[src/hdl/serial_port_pkg.sv]
// Constants, register map and state types for the serial port with its second control register.
package serial_port_pkg;
    localparam int CLK_HZ = 25_000_000;
    localparam int BAUD_HZ = 115_200;
    localparam int BIT_CYCLES = CLK_HZ / BAUD_HZ;
    localparam int CHAR_BITS_8 = 10;
    localparam int CHAR_BITS_9 = 11;
    localparam int IDLE_CYCLES_8 = CHAR_BITS_8 * BIT_CYCLES;
    localparam int IDLE_CYCLES_9 = CHAR_BITS_9 * BIT_CYCLES;
    localparam logic [3:0] DATA_LEN_8 = 4'hA;
    localparam logic [3:0] DATA_LEN_9 = 4'hB;
    localparam logic [3:0] BRK_LEN_8 = 4'hA;
    localparam logic [3:0] BRK_LEN_9 = 4'hB;
    localparam logic [3:0] LBRK_LEN_8 = 4'hD;
    localparam logic [3:0] LBRK_LEN_9 = 4'hE;
    localparam int ADDR_W = 4;
    localparam logic [ADDR_W-1:0] OFS_DATA = 4'h0;
    localparam logic [ADDR_W-1:0] OFS_STATUS = 4'h4;
    localparam logic [ADDR_W-1:0] OFS_CTRL1 = 4'h8;
    localparam logic [ADDR_W-1:0] OFS_CTRL2 = 4'hC;
    localparam logic [7:0] CTRL1_RST = 8'h00;
    localparam logic [7:0] CTRL2_RST = 8'h00;
    localparam int C2_TX_EMPTY_IE = 7;
    localparam int C2_TX_DONE_IE = 6;
    localparam int C2_RX_FULL_IE = 5;
    localparam int C2_IDLE_IE = 4;
    localparam int C2_TX_ON = 3;
    localparam int C2_RX_ON = 2;
    localparam int C2_STANDBY = 1;
    localparam int C2_BREAK = 0;
    localparam int C1_LOOPBACK = 7;
    localparam int C1_RX_SOURCE = 5;
    localparam int C1_NINE_BIT = 4;
    localparam int C1_WAKE_METHOD = 3;
    localparam int C1_WIRE_DIR = 1;
    localparam int C1_LONG_BREAK = 0;
    localparam logic [1:0] RESP_OKAY = 2'h0;
    localparam logic [1:0] RESP_SLVERR = 2'h2;
    typedef enum logic [3:0] {
        TX_IDLE = 4'h1,
        TX_DATA = 4'h2,
        TX_BREAK = 4'h4,
        TX_PREAMBLE = 4'h8
    } tx_state_t;
    typedef enum logic [3:0] {
        RX_WAIT = 4'h1,
        RX_START = 4'h2,
        RX_BITS = 4'h4,
        RX_STOP = 4'h8
    } rx_state_t;
endpackage

[src/hdl/tx_link_if.sv]
// Signals between the register front end and the transmit engine.
`timescale 1ns/1ps
interface tx_link_if;
    logic tx_on;
    logic break_queue;
    logic nine_bit;
    logic long_break;
    logic buf_full;
    logic [8:0] buf_data;
    logic taken;
    logic active;
    logic pending;
    logic line;
    modport ctl(output tx_on, break_queue, nine_bit, long_break, buf_full, buf_data,
                input taken, active, pending, line);
    modport eng(input tx_on, break_queue, nine_bit, long_break, buf_full, buf_data,
                output taken, active, pending, line);
endinterface

[src/hdl/serial_port_ctl.sv]
// Serial port with its second control register behind an AXI4-Lite slave.
// Contract
// - Control register two is readable and writable at any time.
// - Bit 7 set: interrupt requested while transmit buffer empty flag is set.
// - Bit 6 set: interrupt requested while transmit done flag is set.
// - Bit 5 set: interrupt requested while receive buffer full flag is set.
// - Bit 4 set: interrupt requested while idle line flag is set.
// - Bit 3 turns transmitter on; transmit pin then acts as serial output.
// - Single-wire mode: direction bit decides if transmit pin sends or receives.
// - Clearing then setting tx_on during transmission queues one idle character.
// - After tx_on clears, pin stays driven until pending characters finish.
// - Bit 2 enables receiver; when off receive pin returns to port use.
// - With loopback the receive pin stays port I/O even with receiver on.
// - Bit 1 puts receiver in standby, ignoring traffic until wakeup.
// - Wakeup is idle line (method 0) or set data MSB (method 1).
// - Hardware clears standby itself when the wakeup condition is seen.
// - Writing bit 0 one then zero queues one break character.
// - While bit 0 stays one, breaks repeat; 10/11 or 13/14 bit times.
// - A second break may be queued before software clears bit 0.
// - Transmit empty flag set at reset and when buffer moves to shifter.
// - Transmit done flag set when buffer empty and nothing is being sent.
// - Loopback plus receiver source gives single-wire mode on transmit pin.
//
// Implementation choices: the AXI4-Lite register port and the address map.
`timescale 1ns/1ps
module serial_port_ctl import serial_port_pkg::*; #(
    parameter int BITC = BIT_CYCLES
) (
    // Clock and reset
    input wire logic i_core_clk,
    input wire logic i_rst_n,
    // AXI4-Lite write address and data
    input wire logic i_awvalid,
    output logic o_awready,
    input wire logic [ADDR_W-1:0] i_awaddr,
    input wire logic i_wvalid,
    output logic o_wready,
    input wire logic [31:0] i_wdata,
    input wire logic [3:0] i_wstrb,
    // AXI4-Lite write response
    output logic o_bvalid,
    input wire logic i_bready,
    output logic [1:0] o_bresp,
    // AXI4-Lite read
    input wire logic i_arvalid,
    output logic o_arready,
    input wire logic [ADDR_W-1:0] i_araddr,
    output logic o_rvalid,
    input wire logic i_rready,
    output logic [31:0] o_rdata,
    output logic [1:0] o_rresp,
    // Serial pins
    input wire logic i_rxd,
    input wire logic i_txd_in,
    output logic o_txd_out,
    output logic o_txd_oe,
    output logic o_txd_owned,
    output logic o_rxd_owned,
    // Interrupt request
    output logic o_irq
);
    tx_link_if lk();

    logic awready_q, wready_q, bvalid_q, arready_q, rvalid_q;
    logic have_aw_q, have_w_q;
    logic [ADDR_W-1:0] aw_addr_q;
    logic [31:0] wdata_q, rdata_q;
    logic [3:0] wstrb_q;
    logic [1:0] bresp_q, rresp_q;
    logic [7:0] ctrl1_q, ctrl2_q;
    logic [8:0] tx_buf_q, rx_data_q, rx_sh_q;
    logic tbe_q, done_q, rx_full_q, idle_q, overrun_q;
    logic irq_q, txd_q, txd_oe_q, txd_owned_q, rxd_owned_q;
    rx_state_t rx_state_q;
    logic [15:0] rx_cnt_q;
    logic [3:0] rx_bits_q;
    logic rx_s_q, char_q, wake_q, armed_q;
    logic [8:0] char_data_q;
    logic [15:0] idle_cnt_q;
    logic wr_fire, wr_byte, rd_fire, rd_data, single_wire, tx_owned, rx_in, msb;
    logic [15:0] idle_lim;

    function automatic logic mapped(input logic [ADDR_W-1:0] a);
        mapped = (a == OFS_DATA) || (a == OFS_STATUS) || (a == OFS_CTRL1) || (a == OFS_CTRL2);
    endfunction

    assign wr_fire = have_aw_q & have_w_q & ~bvalid_q;
    assign wr_byte = wr_fire & wstrb_q[0];
    assign rd_fire = i_arvalid & arready_q;
    assign rd_data = rd_fire & (i_araddr == OFS_DATA);
    assign single_wire = ctrl1_q[C1_LOOPBACK] & ctrl1_q[C1_RX_SOURCE];
    assign tx_owned = ctrl2_q[C2_TX_ON] | lk.active | lk.pending;
    assign idle_lim = ctrl1_q[C1_NINE_BIT] ? 16'(IDLE_CYCLES_9 - 1) : 16'(IDLE_CYCLES_8 - 1);
    assign msb = ctrl1_q[C1_NINE_BIT] ? char_data_q[8] : char_data_q[7];

    always_comb begin
        if (!ctrl1_q[C1_LOOPBACK]) begin
            rx_in = i_rxd;
        end else if (ctrl1_q[C1_RX_SOURCE]) begin
            rx_in = i_txd_in;
        end else begin
            rx_in = lk.line;
        end
    end

    assign lk.tx_on = ctrl2_q[C2_TX_ON];
    assign lk.break_queue = ctrl2_q[C2_BREAK];
    assign lk.nine_bit = ctrl1_q[C1_NINE_BIT];
    assign lk.long_break = ctrl1_q[C1_LONG_BREAK];
    assign lk.buf_full = ~tbe_q;
    assign lk.buf_data = tx_buf_q;

    tx_engine #(.BITC(BITC)) u_tx (
        .i_core_clk(i_core_clk),
        .i_rst_n(i_rst_n),
        .lk(lk)
    );

    // Write channel: address and data are taken in either order.
    always_ff @(posedge i_core_clk) begin
        if (!i_rst_n) begin
            awready_q <= 1'b1;
            wready_q <= 1'b1;
            have_aw_q <= 1'b0;
            have_w_q <= 1'b0;
            bvalid_q <= 1'b0;
            bresp_q <= RESP_OKAY;
            aw_addr_q <= '0;
            wdata_q <= 32'h0000_0000;
            wstrb_q <= 4'h0;
        end else begin
            if (i_awvalid && awready_q) begin
                aw_addr_q <= i_awaddr;
                have_aw_q <= 1'b1;
                awready_q <= 1'b0;
            end
            if (i_wvalid && wready_q) begin
                wdata_q <= i_wdata;
                wstrb_q <= i_wstrb;
                have_w_q <= 1'b1;
                wready_q <= 1'b0;
            end
            if (wr_fire) begin
                have_aw_q <= 1'b0;
                have_w_q <= 1'b0;
                bvalid_q <= 1'b1;
                bresp_q <= mapped(aw_addr_q) ? RESP_OKAY : RESP_SLVERR;
            end
            if (bvalid_q && i_bready) begin
                bvalid_q <= 1'b0;
                awready_q <= 1'b1;
                wready_q <= 1'b1;
            end
        end
    end

    // Read channel.
    always_ff @(posedge i_core_clk) begin
        if (!i_rst_n) begin
            arready_q <= 1'b1;
            rvalid_q <= 1'b0;
            rdata_q <= 32'h0000_0000;
            rresp_q <= RESP_OKAY;
        end else begin
            if (rd_fire) begin
                arready_q <= 1'b0;
                rvalid_q <= 1'b1;
                rresp_q <= mapped(i_araddr) ? RESP_OKAY : RESP_SLVERR;
                unique case (i_araddr)
                    OFS_DATA: rdata_q <= {23'h0, rx_data_q};
                    OFS_STATUS: rdata_q <= {24'h0, tbe_q, done_q, rx_full_q, idle_q, overrun_q, 3'h0};
                    OFS_CTRL1: rdata_q <= {24'h0, ctrl1_q};
                    OFS_CTRL2: rdata_q <= {24'h0, ctrl2_q};
                    default: rdata_q <= 32'h0000_0000;
                endcase
            end
            if (rvalid_q && i_rready) begin
                rvalid_q <= 1'b0;
                arready_q <= 1'b1;
            end
        end
    end

    // Control registers; a software write to standby wins over a same-cycle wakeup.
    always_ff @(posedge i_core_clk) begin
        if (!i_rst_n) begin
            ctrl1_q <= CTRL1_RST;
            ctrl2_q <= CTRL2_RST;
        end else begin
            if (wake_q) begin
                ctrl2_q[C2_STANDBY] <= 1'b0;
            end
            if (wr_byte && aw_addr_q == OFS_CTRL1) begin
                ctrl1_q <= wdata_q[7:0];
            end
            if (wr_byte && aw_addr_q == OFS_CTRL2) begin
                ctrl2_q <= wdata_q[7:0];
            end
        end
    end

    // Transmit buffer and its flags; the engine taking a value wins over a write.
    always_ff @(posedge i_core_clk) begin
        if (!i_rst_n) begin
            tx_buf_q <= 9'h000;
            tbe_q <= 1'b1;
            done_q <= 1'b1;
        end else begin
            if (wr_fire && aw_addr_q == OFS_DATA) begin
                if (wstrb_q[0]) begin
                    tx_buf_q[7:0] <= wdata_q[7:0];
                end
                if (wstrb_q[1]) begin
                    tx_buf_q[8] <= wdata_q[8];
                end
                tbe_q <= 1'b0;
            end
            if (lk.taken) begin
                tbe_q <= 1'b1;
            end
            done_q <= tbe_q & ~lk.active & ~lk.pending;
        end
    end

    // Receive shifter, sampling each bit at its middle.
    always_ff @(posedge i_core_clk) begin
        if (!i_rst_n) begin
            rx_state_q <= RX_WAIT;
            rx_s_q <= 1'b1;
            rx_cnt_q <= 16'h0000;
            rx_bits_q <= 4'h0;
            rx_sh_q <= 9'h000;
            char_q <= 1'b0;
            char_data_q <= 9'h000;
        end else begin
            rx_s_q <= rx_in;
            char_q <= 1'b0;
            rx_cnt_q <= rx_cnt_q + 16'h0001;
            unique case (rx_state_q)
                RX_WAIT: begin
                    rx_cnt_q <= 16'h0000;
                    if (ctrl2_q[C2_RX_ON] && !rx_s_q) begin
                        rx_state_q <= RX_START;
                    end
                end
                RX_START: begin
                    if (rx_cnt_q == 16'(BITC / 2)) begin
                        rx_cnt_q <= 16'h0000;
                        rx_bits_q <= 4'h0;
                        rx_state_q <= rx_s_q ? RX_WAIT : RX_BITS;
                    end
                end
                RX_BITS: begin
                    if (rx_cnt_q == 16'(BITC - 1)) begin
                        rx_cnt_q <= 16'h0000;
                        rx_sh_q <= {rx_s_q, rx_sh_q[8:1]};
                        rx_bits_q <= rx_bits_q + 4'h1;
                        if (rx_bits_q == (ctrl1_q[C1_NINE_BIT] ? 4'h8 : 4'h7)) begin
                            rx_state_q <= RX_STOP;
                        end
                    end
                end
                RX_STOP: begin
                    if (rx_cnt_q == 16'(BITC - 1)) begin
                        rx_state_q <= RX_WAIT;
                        char_q <= 1'b1;
                        char_data_q <= ctrl1_q[C1_NINE_BIT] ? rx_sh_q : {1'b0, rx_sh_q[8:1]};
                    end
                end
            endcase
            if (!ctrl2_q[C2_RX_ON]) begin
                rx_state_q <= RX_WAIT;
            end
        end
    end

    // Receive flags, standby filtering and idle-line detection.
    always_ff @(posedge i_core_clk) begin
        if (!i_rst_n) begin
            rx_data_q <= 9'h000;
            rx_full_q <= 1'b0;
            idle_q <= 1'b0;
            overrun_q <= 1'b0;
            wake_q <= 1'b0;
            armed_q <= 1'b0;
            idle_cnt_q <= 16'h0000;
        end else begin
            wake_q <= 1'b0;
            if (rd_data) begin
                rx_full_q <= 1'b0;
                idle_q <= 1'b0;
                overrun_q <= 1'b0;
            end
            if (rx_state_q != RX_WAIT || !rx_s_q) begin
                idle_cnt_q <= 16'h0000;
            end else if (idle_cnt_q != idle_lim) begin
                idle_cnt_q <= idle_cnt_q + 16'h0001;
            end else if (armed_q) begin
                armed_q <= 1'b0;
                if (ctrl2_q[C2_STANDBY]) begin
                    wake_q <= ~ctrl1_q[C1_WAKE_METHOD];
                end else begin
                    idle_q <= 1'b1;
                end
            end
            if (char_q) begin
                armed_q <= 1'b1;
                if (!ctrl2_q[C2_STANDBY] || (ctrl1_q[C1_WAKE_METHOD] && msb)) begin
                    wake_q <= ctrl2_q[C2_STANDBY];
                    if (rx_full_q && !rd_data) begin
                        overrun_q <= 1'b1;
                    end else begin
                        rx_data_q <= char_data_q;
                        rx_full_q <= 1'b1;
                    end
                end
            end
        end
    end

    // Registered pin control and interrupt request.
    always_ff @(posedge i_core_clk) begin
        if (!i_rst_n) begin
            irq_q <= 1'b0;
            txd_q <= 1'b1;
            txd_oe_q <= 1'b0;
            txd_owned_q <= 1'b0;
            rxd_owned_q <= 1'b0;
        end else begin
            irq_q <= (ctrl2_q[C2_TX_EMPTY_IE] & tbe_q)
                   | (ctrl2_q[C2_TX_DONE_IE] & done_q)
                   | (ctrl2_q[C2_RX_FULL_IE] & rx_full_q)
                   | (ctrl2_q[C2_IDLE_IE] & idle_q);
            txd_q <= lk.line;
            txd_owned_q <= tx_owned;
            txd_oe_q <= tx_owned & ~(single_wire & ~ctrl1_q[C1_WIRE_DIR]);
            rxd_owned_q <= ctrl2_q[C2_RX_ON] & ~ctrl1_q[C1_LOOPBACK];
        end
    end

    assign o_awready = awready_q;
    assign o_wready = wready_q;
    assign o_bvalid = bvalid_q;
    assign o_bresp = bresp_q;
    assign o_arready = arready_q;
    assign o_rvalid = rvalid_q;
    assign o_rdata = rdata_q;
    assign o_rresp = rresp_q;
    assign o_irq = irq_q;
    assign o_txd_out = txd_q;
    assign o_txd_oe = txd_oe_q;
    assign o_txd_owned = txd_owned_q;
    assign o_rxd_owned = rxd_owned_q;

    if (BITC < 4 || BITC > 65535) begin : g_bad_bitc
        $error("serial_port_ctl: bit time out of range");
    end
endmodule // serial_port_ctl

[src/hdl/tx_engine.sv]
// Transmit engine: data, break and idle characters with pending queues.
`timescale 1ns/1ps
module tx_engine import serial_port_pkg::*; #(
    parameter int BITC = BIT_CYCLES
) (
    // Clock and reset
    input wire logic i_core_clk,
    input wire logic i_rst_n,
    // Link to the front end
    tx_link_if.eng lk
);
    tx_state_t state_q;
    logic [15:0] cnt_q;
    logic [3:0] bits_q;
    logic [15:0] sh_q;
    logic line_q;
    logic taken_q;
    logic on_q;
    logic brk_q;
    logic idle_pend_q;
    logic brk_pend_q;
    logic tick;
    logic want_brk;

    assign tick = (cnt_q == 16'(BITC - 1));
    assign want_brk = brk_pend_q | (lk.tx_on & lk.break_queue);
    assign lk.taken = taken_q;
    assign lk.active = (state_q != TX_IDLE);
    assign lk.pending = idle_pend_q | brk_pend_q;
    assign lk.line = line_q;

    always_ff @(posedge i_core_clk) begin
        if (!i_rst_n) begin
            on_q <= 1'b0;
            brk_q <= 1'b0;
        end else begin
            on_q <= lk.tx_on;
            brk_q <= lk.break_queue;
        end
    end

    always_ff @(posedge i_core_clk) begin
        if (!i_rst_n) begin
            state_q <= TX_IDLE;
            cnt_q <= 16'h0000;
            bits_q <= 4'h0;
            sh_q <= 16'hFFFF;
            line_q <= 1'b1;
            taken_q <= 1'b0;
            idle_pend_q <= 1'b0;
            brk_pend_q <= 1'b0;
        end else begin
            taken_q <= 1'b0;
            unique case (state_q)
                TX_IDLE: begin
                    cnt_q <= 16'h0000;
                    if (want_brk) begin
                        state_q <= TX_BREAK;
                        brk_pend_q <= 1'b0;
                        line_q <= 1'b0;
                        sh_q <= 16'h0000;
                        if (lk.long_break) begin
                            bits_q <= lk.nine_bit ? LBRK_LEN_9 - 4'h1 : LBRK_LEN_8 - 4'h1;
                        end else begin
                            bits_q <= lk.nine_bit ? BRK_LEN_9 - 4'h1 : BRK_LEN_8 - 4'h1;
                        end
                    end else if (idle_pend_q) begin
                        state_q <= TX_PREAMBLE;
                        idle_pend_q <= 1'b0;
                        line_q <= 1'b1;
                        sh_q <= 16'hFFFF;
                        bits_q <= lk.nine_bit ? DATA_LEN_9 - 4'h1 : DATA_LEN_8 - 4'h1;
                    end else if (lk.tx_on && lk.buf_full) begin
                        state_q <= TX_DATA;
                        taken_q <= 1'b1;
                        line_q <= 1'b0;
                        if (lk.nine_bit) begin
                            sh_q <= {7'h7F, lk.buf_data[8:0]};
                            bits_q <= DATA_LEN_9 - 4'h1;
                        end else begin
                            sh_q <= {8'hFF, lk.buf_data[7:0]};
                            bits_q <= DATA_LEN_8 - 4'h1;
                        end
                    end else begin
                        line_q <= 1'b1;
                    end
                end
                TX_DATA, TX_BREAK, TX_PREAMBLE: begin
                    cnt_q <= tick ? 16'h0000 : cnt_q + 16'h0001;
                    if (tick) begin
                        if (bits_q == 4'h0) begin
                            state_q <= TX_IDLE;
                            // A last break ends on the tick itself, so it lasts whole bit times.
                            if (state_q == TX_BREAK && !want_brk) begin
                                line_q <= 1'b1;
                            end
                        end else begin
                            bits_q <= bits_q - 4'h1;
                            line_q <= (state_q == TX_BREAK) ? 1'b0 : sh_q[0];
                            sh_q <= {1'b1, sh_q[15:1]};
                        end
                    end
                end
            endcase
            if (lk.tx_on && !on_q) begin
                idle_pend_q <= 1'b1;
            end
            // A break that starts at this very edge has already used up the request's rising edge.
            if (lk.break_queue && !brk_q && !(state_q == TX_IDLE && lk.tx_on)) begin
                brk_pend_q <= 1'b1;
            end
        end
    end

    if (BITC < 4 || BITC > 65535) begin : g_bad_bitc
        $error("tx_engine: bit time out of range");
    end
endmodule // tx_engine

[config.mk]
export PLATFORM = sky130hd
export DESIGN_NAME = serial_port_ctl
export DESIGN_NICKNAME = d
export VERILOG_FILES = /design/src/hdl/serial_port_pkg.sv /design/src/hdl/tx_link_if.sv /design/src/hdl/serial_port_ctl.sv /design/src/hdl/tx_engine.sv
export SDC_FILE = /design/constraint.sdc
export NUM_CORES = 1
export LEC_CHECK = 0
export BUFFER_PORTS_ARGS = -buffer_cell sky130_fd_sc_hd__buf_2
export CAP_MARGIN = 20
export CORE_ASPECT_RATIO = 1.75
export CORE_MARGIN = 2
export CORE_UTILIZATION = 57
export CTS_CLUSTER_SIZE = 16
export DETAILED_ROUTE_END_ITERATION = 8
export GPL_ROUTABILITY_DRIVEN = 0
export GPL_TIMING_DRIVEN = 0
export PLACE_DENSITY = 0.8
export RECOVER_POWER = 100
export SYNTH_ARGS = -nofsm -noshare
export SYNTH_HDL_FRONTEND = slang
export SYNTH_SLANG_ARGS = --single-unit
[constraint.sdc]
create_clock -name i_core_clk -period 2.64 [get_ports i_core_clk]
set_input_delay 0.528 -clock i_core_clk [delete_from_list [all_inputs] [get_ports i_core_clk]]
set_output_delay 0.528 -clock i_core_clk [all_outputs]
set_load 0.005 [all_outputs]
Word level (Yosys, flattened, before mapping)
Cells that the tools add are included.
{"block": "totals", "register_bits": 210, "latchBits": 0, "ramBits": 0, "mem_bits_ro": 0, "inputBits": 53, "out_inout_bits": 46, "wordCells": 269, "memories": 0}
{"block": "classes", "add_sub_neg": 5, "mul": 0, "div_mod_pow": 0, "order_cmp": 0, "eq_ne": 34, "shift": 0, "n_mux": 86, "bitwise_logic": 34, "n_reduce_logical": 61}
{"op": "$mux 16", "count": 8}
{"op": "$mux 4", "count": 19}
{"op": "$pmux 16 s2", "count": 2}
{"op": "$add 16x1->16 const B", "count": 3}
{"op": "$pmux 16 s3", "count": 1}
{"op": "$mux 1", "count": 42}
{"op": "$pmux 9 s4", "count": 1}
{"op": "$eq 16x8->1 const B", "count": 2}
{"op": "$mux 9", "count": 3}
{"op": "$eq 4x4->1 const B", "count": 6}
{"op": "$pmux 4 s2", "count": 3}
{"op": "$reduce_and 2->1", "count": 10}
{"op": "$ne 2x2->1 const B", "count": 9}
{"op": "$and 1x1->1", "count": 16}
{"op": "$eq 16x7->1 const B", "count": 1}
{"op": "$eq 4x3->1 const B", "count": 4}
{"op": "$logic_and 1x1->1", "count": 16}
{"op": "$ne 16x12->1", "count": 1}
{"op": "$pmux 4 s4", "count": 1}
{"op": "$logic_not 4->1", "count": 3}
{"op": "$ne 4x1->1 const B", "count": 3}
{"op": "$reduce_and 3->1", "count": 4}
{"op": "$not 1->1", "count": 11}
{"op": "$reduce_bool 2->1", "count": 5}
{"op": "17 further kinds", "count": 46}

Longest topological paths before layout
Gate-level depths: netlist (run 1).
{"block": "depth", "depth_word": 8, "mapped_depth": 9, "depth_no_buf": 7}

Modules after synthesis
A second synthesis (run 1) with hierarchy kept.
{"block": "unflattened", "cells_unflattened": 929, "area_unflattened_um2": 8298.0}
{"mod": "serial_port_ctl", "instances": 1, "cells_each": 658, "area_each_um2": 6024.5}
{"mod": "tx_engine", "instances": 1, "cells_each": 271, "area_each_um2": 2273.4}

Worst setup path before layout (run 1)
OpenSTA, ideal clock, no wires.
{"block": "synth_path", "path_kind": "register to register", "start": "reg rx_cnt_q[0]", "end": "reg char_data_q[0]", "arrival_ns": 2.017, "t_required_ns": 2.512, "slack_ns": 0.495, "stages_incl_launch_ff": 10, "path_cell_list": "dfxtp_1 inv_1 ha_1 or3b_2 nand4bb_1 buf_2 nor4_2 buf_4 mux2i_1 nor2_1"}
{"block": "synth_via", "elab_chain_cells": 2}
{"item": "start, declared", "line_no": "serial_port_ctl.sv:75", "rtl": "logic [15:0] rx_cnt_q;"}
{"item": "start signal, assigned", "line_no": "serial_port_ctl.sv:238", "rtl": "rx_cnt_q <= rx_cnt_q + 16'h0001;"}
{"item": "$eq 16x8->1", "line_no": "serial_port_ctl.sv:264", "rtl": "if (rx_cnt_q == 16'(BITC - 1)) begin"}
{"item": "$reduce_and 2->1 (no line)"}
{"item": "end signal, assigned", "line_no": "serial_port_ctl.sv:267", "rtl": "char_data_q <= ctrl1_q[C1_NINE_BIT] ? rx_sh_q : {1'b0, rx_sh_q[8:1]};"}
{"item": "end, declared", "line_no": "serial_port_ctl.sv:78", "rtl": "logic [8:0] char_data_q;"}
No other way between the ends.
A chain may end at the register's enable or synchronous reset.

Worst setup path in the final report (run 1)
{"block": "layout_path", "start": "reg u_tx.state_q[3]", "end": "reg u_tx.sh_q[9]"}
{"block": "layout_via", "elab_chain_cells": 4, "elab_cells_between_ends": 10, "cone_classes": "eq/ne (7); mux (1); reduce/logical (2)"}
{"item": "start, declared", "line_no": "tx_engine.sv:12", "rtl": "tx_state_t state_q;"}
{"item": "start signal, assigned", "line_no": "tx_engine.sv:44", "rtl": "state_q <= TX_IDLE;"}
{"item": "start signal, assigned", "line_no": "tx_engine.sv:58", "rtl": "state_q <= TX_BREAK;"}
{"item": "start signal, assigned", "line_no": "tx_engine.sv:68", "rtl": "state_q <= TX_PREAMBLE;"}
{"item": "$eq 4x2->1 (tied with other cells)", "line_no": "tx_engine.sv:54", "rtl": "unique case (state_q)"}
{"item": "$reduce_or 3->1", "line_no": "tx_engine.sv:54"}
{"item": "$ne 2x1->1 (no line) / $ne 2x2->1 (equally long branches)"}
{"item": "$reduce_and 3->1 (no line)"}
{"item": "end signal, assigned", "line_no": "tx_engine.sv:78", "rtl": "sh_q <= {7'h7F, lk.buf_data[8:0]};"}
{"item": "end signal, assigned", "line_no": "tx_engine.sv:81", "rtl": "sh_q <= {8'hFF, lk.buf_data[7:0]};"}
{"item": "end signal, assigned", "line_no": "tx_engine.sv:100", "rtl": "sh_q <= {1'b1, sh_q[15:1]};"}
{"item": "end, declared", "line_no": "tx_engine.sv:15", "rtl": "logic [15:0] sh_q;"}
Parallel ways exist; a longest one is shown, timed or not.

==> flow_summary.yaml, run 1 <==
status:
  status: "finished clean"
synth:
  synth-main-ff-cell: "dfxtp_1"
  synth_cell_types: 73
  async_reset_ff_share_pct: 0
  syn_inst: 941
  syn_area_per_cell_sq_um: 8.90
  ys_seq_elements: 185
  syn_area_sq_mm: 0.00837
  synth_edf_count: 0
  synth-seq-area-share_pct: 44.2
  yosysWarningCount: 0
floorplanning:
  rows: 58
  dieArea_sq_mm: 0.0157
  dieHeight_um: 164
  initial_core_util_pct: 58.3
  io_pins: 99
  fp.coreArea_sq_mm: 0.0144
  die_w_um: 95.6
clock_tree:
  clock_latency_ns: 0.43
  postCtsSetupBuffers: 0
  root_buffer: "clkbuf_16"
  clkTransAtPathRegs_ns: 0.07
  clock_path_buffers: 2
  numCtsBuffers: 17
  cts.sink_count: 185
  cts-htree-levels: 4
  cts_tree: "built"
pwr:
  vdd_ir_drop_max_mv: 0.410
  power.density_mw_per_mm2: 706
  total_power_mw: 6.66
  cellLeakagePower_nw: 3.63
worst_setup_path:
  cp-start-kind: "flip-flop"
  worstSetupEndpointType: "flip-flop"
  cp_data_arrival_time_ns: 2.74
  required_ns: 2.92
  cp_max_fo: 10
  critPathKind: "reg -> reg"
  rrSetupSlack_ns: 0.19
placed_design:
  io_buffers: 47
  hpwl_mm: 14.8
cells_and_area:
  nets: 1093
  layout_commonest_cell: "dfxtp_1"
  antenna_cells: 0
  drive_above_1_share_pct: 12.6
  final_cell_mix: "dfxtp_1 (185), nor2_1 (133), nand2_1 (86)"
  area_delta_synth_final_pct: 12.5
global_routing:
  grt_util_all_layers_pct: 26.3
  grt_pass1_vias: 6888
  grt_pass1_wl_mm: 32.2
  antenna_found_initial: 2
  grt-ovfl-total: 0
  grt_max_degree: 19
routing:
  drt_iter0_drc: 318
  dr.pass1.iters: 5
  num_vias: 6839
  wirelength_mm: 19.7
  remaining_drc_errors: 0
  detail-route-antenna-nets: 0
  via_per_inst: 5.59
  wire_per_inst_um: 16.1
sta:
  slew_violations: 0
  rsz0062_at_grt: "no"
  finalCritPeriodShare_pct: 92.9
  max_freq_mhz: 408
  setup_viol: 0
  period_needed_ns: 2.45
  tightest_slew_ns: 0.723
  slew-limit-headroom_pct: 51.8
  fin_setup_tns_ns: 0
  skew_ns: 0.00911
  final-hold-violation-count: 0
run:
  drv_cap: 0
min_path:
  hold_class: "in -> reg"
## worst max-delay path, stage by stage (launching register included)
cell      delay (ns)
dfxtp_1         0.30
clkbuf_1        0.18
or4b_1          0.61
or4_1           0.62
o21a_1          0.23
nand2_8         0.13
buf_12          0.13
o211ai_1        0.09
## stage by stage
stage / std cells / instance area, sq um / setup slack (ns) / hold slack [ns] / utilization (%)
after global routing: 1224 / 9420 / 0.0427 / 0.338 / 65.6
final: 1224 / 9420 / 0.187 / 0.328 / 65.6
after floorplan: 965 / 8460 / 0.495 / 0.393 / -
after CTS: 1224 / 9510 / 0.190 / 0.319 / 66.2
after detailed placement: 1192 / 8920 / 0.235 / 0.414 / 62.1
after global placement: 1192 / 8920 / 0.300 / 0.409 / 62.1
## worst paths after layout
path              startpoint      endpoint  cells past startpoint
min reg2reg    u_tx.lk.taken         tbe_q                      2
min                 i_rready     o_arready                      2
max reg2reg  u_tx.state_q[3]  u_tx.sh_q[9]                      7
max          u_tx.state_q[3]  u_tx.sh_q[9]                      7
## power by group
part	internal (mW)	switching (mW)	total (mW)	leakage (nW)
logic	0.432	0.596	1.03	1.85
clock network	1.33	1.18	2.51	0.277
registers	2.98	0.133	3.12	1.50
## logic make-up (layout without fill, tap and decap cells)
group | count (synthesis) | in the layout | share of synthesized area, %
muxes | 64 | 64 | 8.56
xor gates and xnor gates | 40 | 40 | 4.18
AOI/OAI and AO/OA | 180 | 180 | 13.6
other | 1 | 25 | 0.0448
buffers and inverters | 99 | 178 | 6.13
adders and majority gates | 9 | 9 | 1.34
DFF | 185 | 185 | 44.2
and+or+nand+nor | 363 | 363 | 21.9
## registers in the layout, summed over array words and instances, names as in the netlist, 8 cells and up
signal and flops:
char_data_q 9, ctrl1_q 8, ctrl2_q 8, idle_cnt_q 16
lk.buf_data 9, o_rdata 9, rx_cnt_q 16, rx_data_q 9
rx_sh_q 9, u_tx.cnt_q 16, u_tx.sh_q 16, wdata_q 9
## routing by layer
layer	track usage (%)	up-vias	share of wire (%)
met5	0	-	0.041
li1	-	3403	-
met3	5.78	66	3.6
met4	14.6	2	4.8
met2	48.3	154	54
met1	26.6	3214	37
## area by class of cell
type,instances,area (sq um)
fill,1217,4950
multi-input combinational,681,4180
sequential,185,3700
clock buffer,17,425
buffer,71,405
tap,180,225
timing repair buffer,47,213
clock inverter,15,160
inverter,28,105
## synth_stat cells (6+ instances only)
cell type	count	area (sq um)
nor3_1	12	60.1
nand3_1	31	155
inv_1	27	101
o21ai_1	6	30.0
dfxtp_1	185	3700
nand2b_1	11	68.8
o211ai_1	8	60.1
and2_1	11	68.8
nor2_1	133	499
buf_2	7	35.0
xnor2_1	19	166
a22oi_1	11	82.6
buf_4	27	203
xor2_1	21	184
nor4b_1	6	52.6
clkbuf_1	33	124
or3_1	7	43.8
a21oi_1	70	350
ha_1	9	113
mux2i_1	48	480
nand4_1	13	81.3
nor2b_1	6	37.5
o211ai_2	9	113
nand2_1	86	323
o21ai_0	46	230
mux2_2	11	124
## what timing repair did
action,4_1_cts,5_1_grt
setup endpoints to repair,0,4
hold buffers,0,0
resized for setup,0,1
endpoints found under the hold margin,0,0
Note: power is estimated with default switching activity, not from simulation.
==> inputs of run 2 (changes only) <==
--- a/config.mk
+++ b/config.mk
@@ -18,4 +18,5 @@
 export RECOVER_POWER = 100
 export SYNTH_ARGS = -nofsm -noshare
 export SYNTH_HDL_FRONTEND = slang
+export SYNTH_HIERARCHICAL = 1
 export SYNTH_SLANG_ARGS = --single-unit
==> run 2 against run 1 <==
Against the previous run: first-iteration DRC count up 29%; count of clock-buffer cells in the layout unchanged; synthesized cell count down 1.3%; die area down 0.87%; critical path type unchanged; critical endpoint is now ctrl2_q[2]; largest cell class unchanged; highest routed layer is now met4.
==> flow_summary.yaml, run 2 <==
worst_setup_path:
  critPathKind: "reg -> reg"
  required_ns: 2.93
  worstReg2RegEnd: "ctrl2_q[2]"
  critPathSlowestCell: "clkbuf_1"
  reg2regPathDepth: 6
  cp_max_fo: 9
  slowest_delay_ns: 0.52
  worstReg2RegStart: "o_bvalid"
  cp_data_arrival_time_ns: 2.59
  crit_chain: "nand3b_1 -> nor3_1 -> and4_1 -> clkbuf_1 -> mux2i_1 -> nor2_1"
  critPathCapture: "ctrl2_q[2]"
  rrSetupSlack_ns: 0.34
  cp-start-kind: "flip-flop"
  startpoint: "o_bvalid"
  worstSetupEndpointType: "flip-flop"
synth:
  synth-seq-area-share_pct: 44.6
  syn_area_sq_mm: 0.00830
  synth_edf_count: 0
  async_reset_ff_share_pct: 0
  syn_inst: 929
  ys_seq_elements: 185
  synth_top_cells_by_count: "dfxtp_1 (185), nor2_1 (131), nand2_1 (90), a21oi_1 (65)"
  synth_cell_types: 86
  synth_most_common_cell: "dfxtp_1"
  syn_area_per_cell_sq_um: 8.93
  synth.area.top_cells: "dfxtp_1 (45%), nor2_1 (5.9%), mux2i_1 (5.5%)"
  yosysWarningCount: 6
  yosys.area.top_type: "dfxtp_1"
  synth_top_area_share_pct: 44.6
  synth-main-ff-cell: "dfxtp_1"
min_path:
  hold_class: "in -> reg"
floorplanning:
  io_pins: 99
  initial_core_util_pct: 58.0
  dieArea_sq_mm: 0.0156
  dieHeight_um: 164
  fp.coreArea_sq_mm: 0.0143
  die_w_um: 95.2
  rows: 58
cells_and_area:
  layout_commonest_cell: "dfxtp_1"
  antenna_cells: 0
  final_cell_mix: "dfxtp_1 (185), nor2_1 (132), nand2_1 (90)"
  drive_above_1_share_pct: 12.9
  fillers: 1220
  area_delta_synth_final_pct: 12.1
  nets: 1078
placed_design:
  hpwl_mm: 13.9
  io_buffers: 45
  pre_cts_ws_ns: 0.407
sta:
  setup_slack_ns: 0.338
  finalCritPeriodShare_pct: 87.2
  fin_setup_tns_ns: 0
  slew_violations: 0
  slew-limit-headroom_pct: 47.4
  setup_viol: 0
  skew_ns: 0.0112
  final-hold-violation-count: 0
  rsz0062_at_grt: "no"
  tightest_slew_ns: 0.779
  period_needed_ns: 2.30
  max_freq_mhz: 434
  hold_ws_ns: 0.314
routing:
  remaining_drc_errors: 0
  num_vias: 6783
  drt_iter0_drc: 409
  dr.pass1.iters: 5
  via_per_inst: 5.61
  detail-route-antenna-nets: 0
  wirelength_mm: 19.0
  wire_per_inst_um: 15.7
global_routing:
  grt_pass1_wl_mm: 31.1
  grt-ovfl-total: 0
  grt_util_all_layers_pct: 25.2
  grt_max_degree: 18
  grt_pass1_vias: 6485
  antenna_found_initial: 0
clock_tree:
  cts_tree: "built"
  clock_latency_ns: 0.42
  cts.sink_count: 185
  root_buffer: "clkbuf_16"
  cts_hold_buf: 0
  clkTransAtPathRegs_ns: 0.07
  postCtsSetupBuffers: 0
  numCtsBuffers: 17
  cts-htree-levels: 4
  clock_path_buffers: 2
  post_cts_resized: 0
pwr:
  combinationalPowerShare_pct: 15.3
  switching_share_pct: 28.9
  seq_power_share_pct: 48.3
  vdd_ir_drop_max_mv: 0.438
  power.switching_mw: 1.88
  power.density_mw_per_mm2: 698
  cellLeakagePower_nw: 3.53
  clock_power_share_pct: 36.3
  total_power_mw: 6.50
  power.internal_mw: 4.62
status:
  status: "finished clean"
run:
  drv_cap: 0
==> run 2: cell types whose count changed after synthesis, moves of 5 or more <==
cell / previous run / this run
a211oi_1: 2 / 8
a21oi_1: 70 / 65
and2_1: 11 / 4
clkbuf_1: 33 / 22
clkbuf_8: 0 / 5
mux2_2: 11 / 5
nand2b_1: 11 / 4
nor3_1: 12 / 18
o211ai_1: 8 / 19
o211ai_2: 9 / 0
o21ai_1: 6 / 1
==> run 2: layout make-up <==
class / instances / area (sq um) / share of cell area [%]
plain buffers: 72 / 457 / 4.91
clock buffers: 17 / 425 / 4.57
clock inverters: 14 / 113 / 1.21
inverters: 28 / 105 / 1.13
multi-input cells: 668 / 4060 / 43.6
flip-flops and latches: 185 / 3700 / 39.8
well taps: 180 / 225 / 2.42
repair buffers: 45 / 214 / 2.30
==> run 2: how the worst min path moves through the flow <==
stage                   from        to  slack, ns  cells after the start
2_1_floorplan  u_tx/lk.taken     tbe_q       0.39                      1
3_3_place_gp   u_tx/lk.taken     tbe_q       0.41                      1
3_5_place_dp   u_tx/lk.taken     tbe_q       0.40                      1
4_1_cts             i_wvalid  o_wready       0.31                      2
5_1_grt             i_wvalid  o_wready       0.32                      2
6_report            i_wvalid  o_wready       0.31                      2
==> run 2: critical path: cells and delay by family (launching register included) <==
kind          cells  cell delay [ns]
flops             1             0.33
simple gates      4             1.03
mux               1             0.29
buf+inv           1             0.52
==> run 2: logic make-up (layout without fill, tap and decap cells) <==
kind of cell / count (synthesis) / in the layout / share of synthesized area (%)
XOR/XNOR: 44 / 44 / 4.64
buffers and inverters: 100 / 176 / 7.04
adder cells (fa/ha/maj): 8 / 8 / 1.21
multiplexers: 56 / 56 / 7.58
flip-flops: 185 / 185 / 44.6
AND/OR/NAND/NOR: 350 / 350 / 20.9
other: 1 / 25 / 0.0452
AO/OA/AOI/OAI: 185 / 185 / 14.0
==> run 2: per-stage QoR <==
step                      instance area, sq um  util, %  instances
after global placement                    8840     61.8       1178
after global routing                      9300     65.1       1209
final                                     9300     65.1       1209
after detailed placement                  8840     61.8       1178
after CTS                                 9380     65.6       1209
after floorplan                           8390        -        953
==> run 2: per-layer routing <==
metal / track usage [%] / wire length (um)
met3: 3.97 / 604
met4: 12.3 / 760
met2: 46.3 / 10300
met1: 27.1 / 7310
met5: 0 / 0
==> run 2: power groups by stage <==
| stage | sequential, mW | clock, mW | combinational [mW] |
|---|---|---|---|
| 3_5_place_dp | 3.20 | 0 | 1.01 |
| 3_3_place_gp | 3.20 | 0 | 0.990 |
| 6_report | 3.14 | 2.36 | 0.996 |
| 2_1_floorplan | 3.16 | 0 | 0.777 |
| 4_1_cts | 3.14 | 2.38 | 1.01 |
| 5_1_grt | 3.16 | 2.49 | 1.11 |
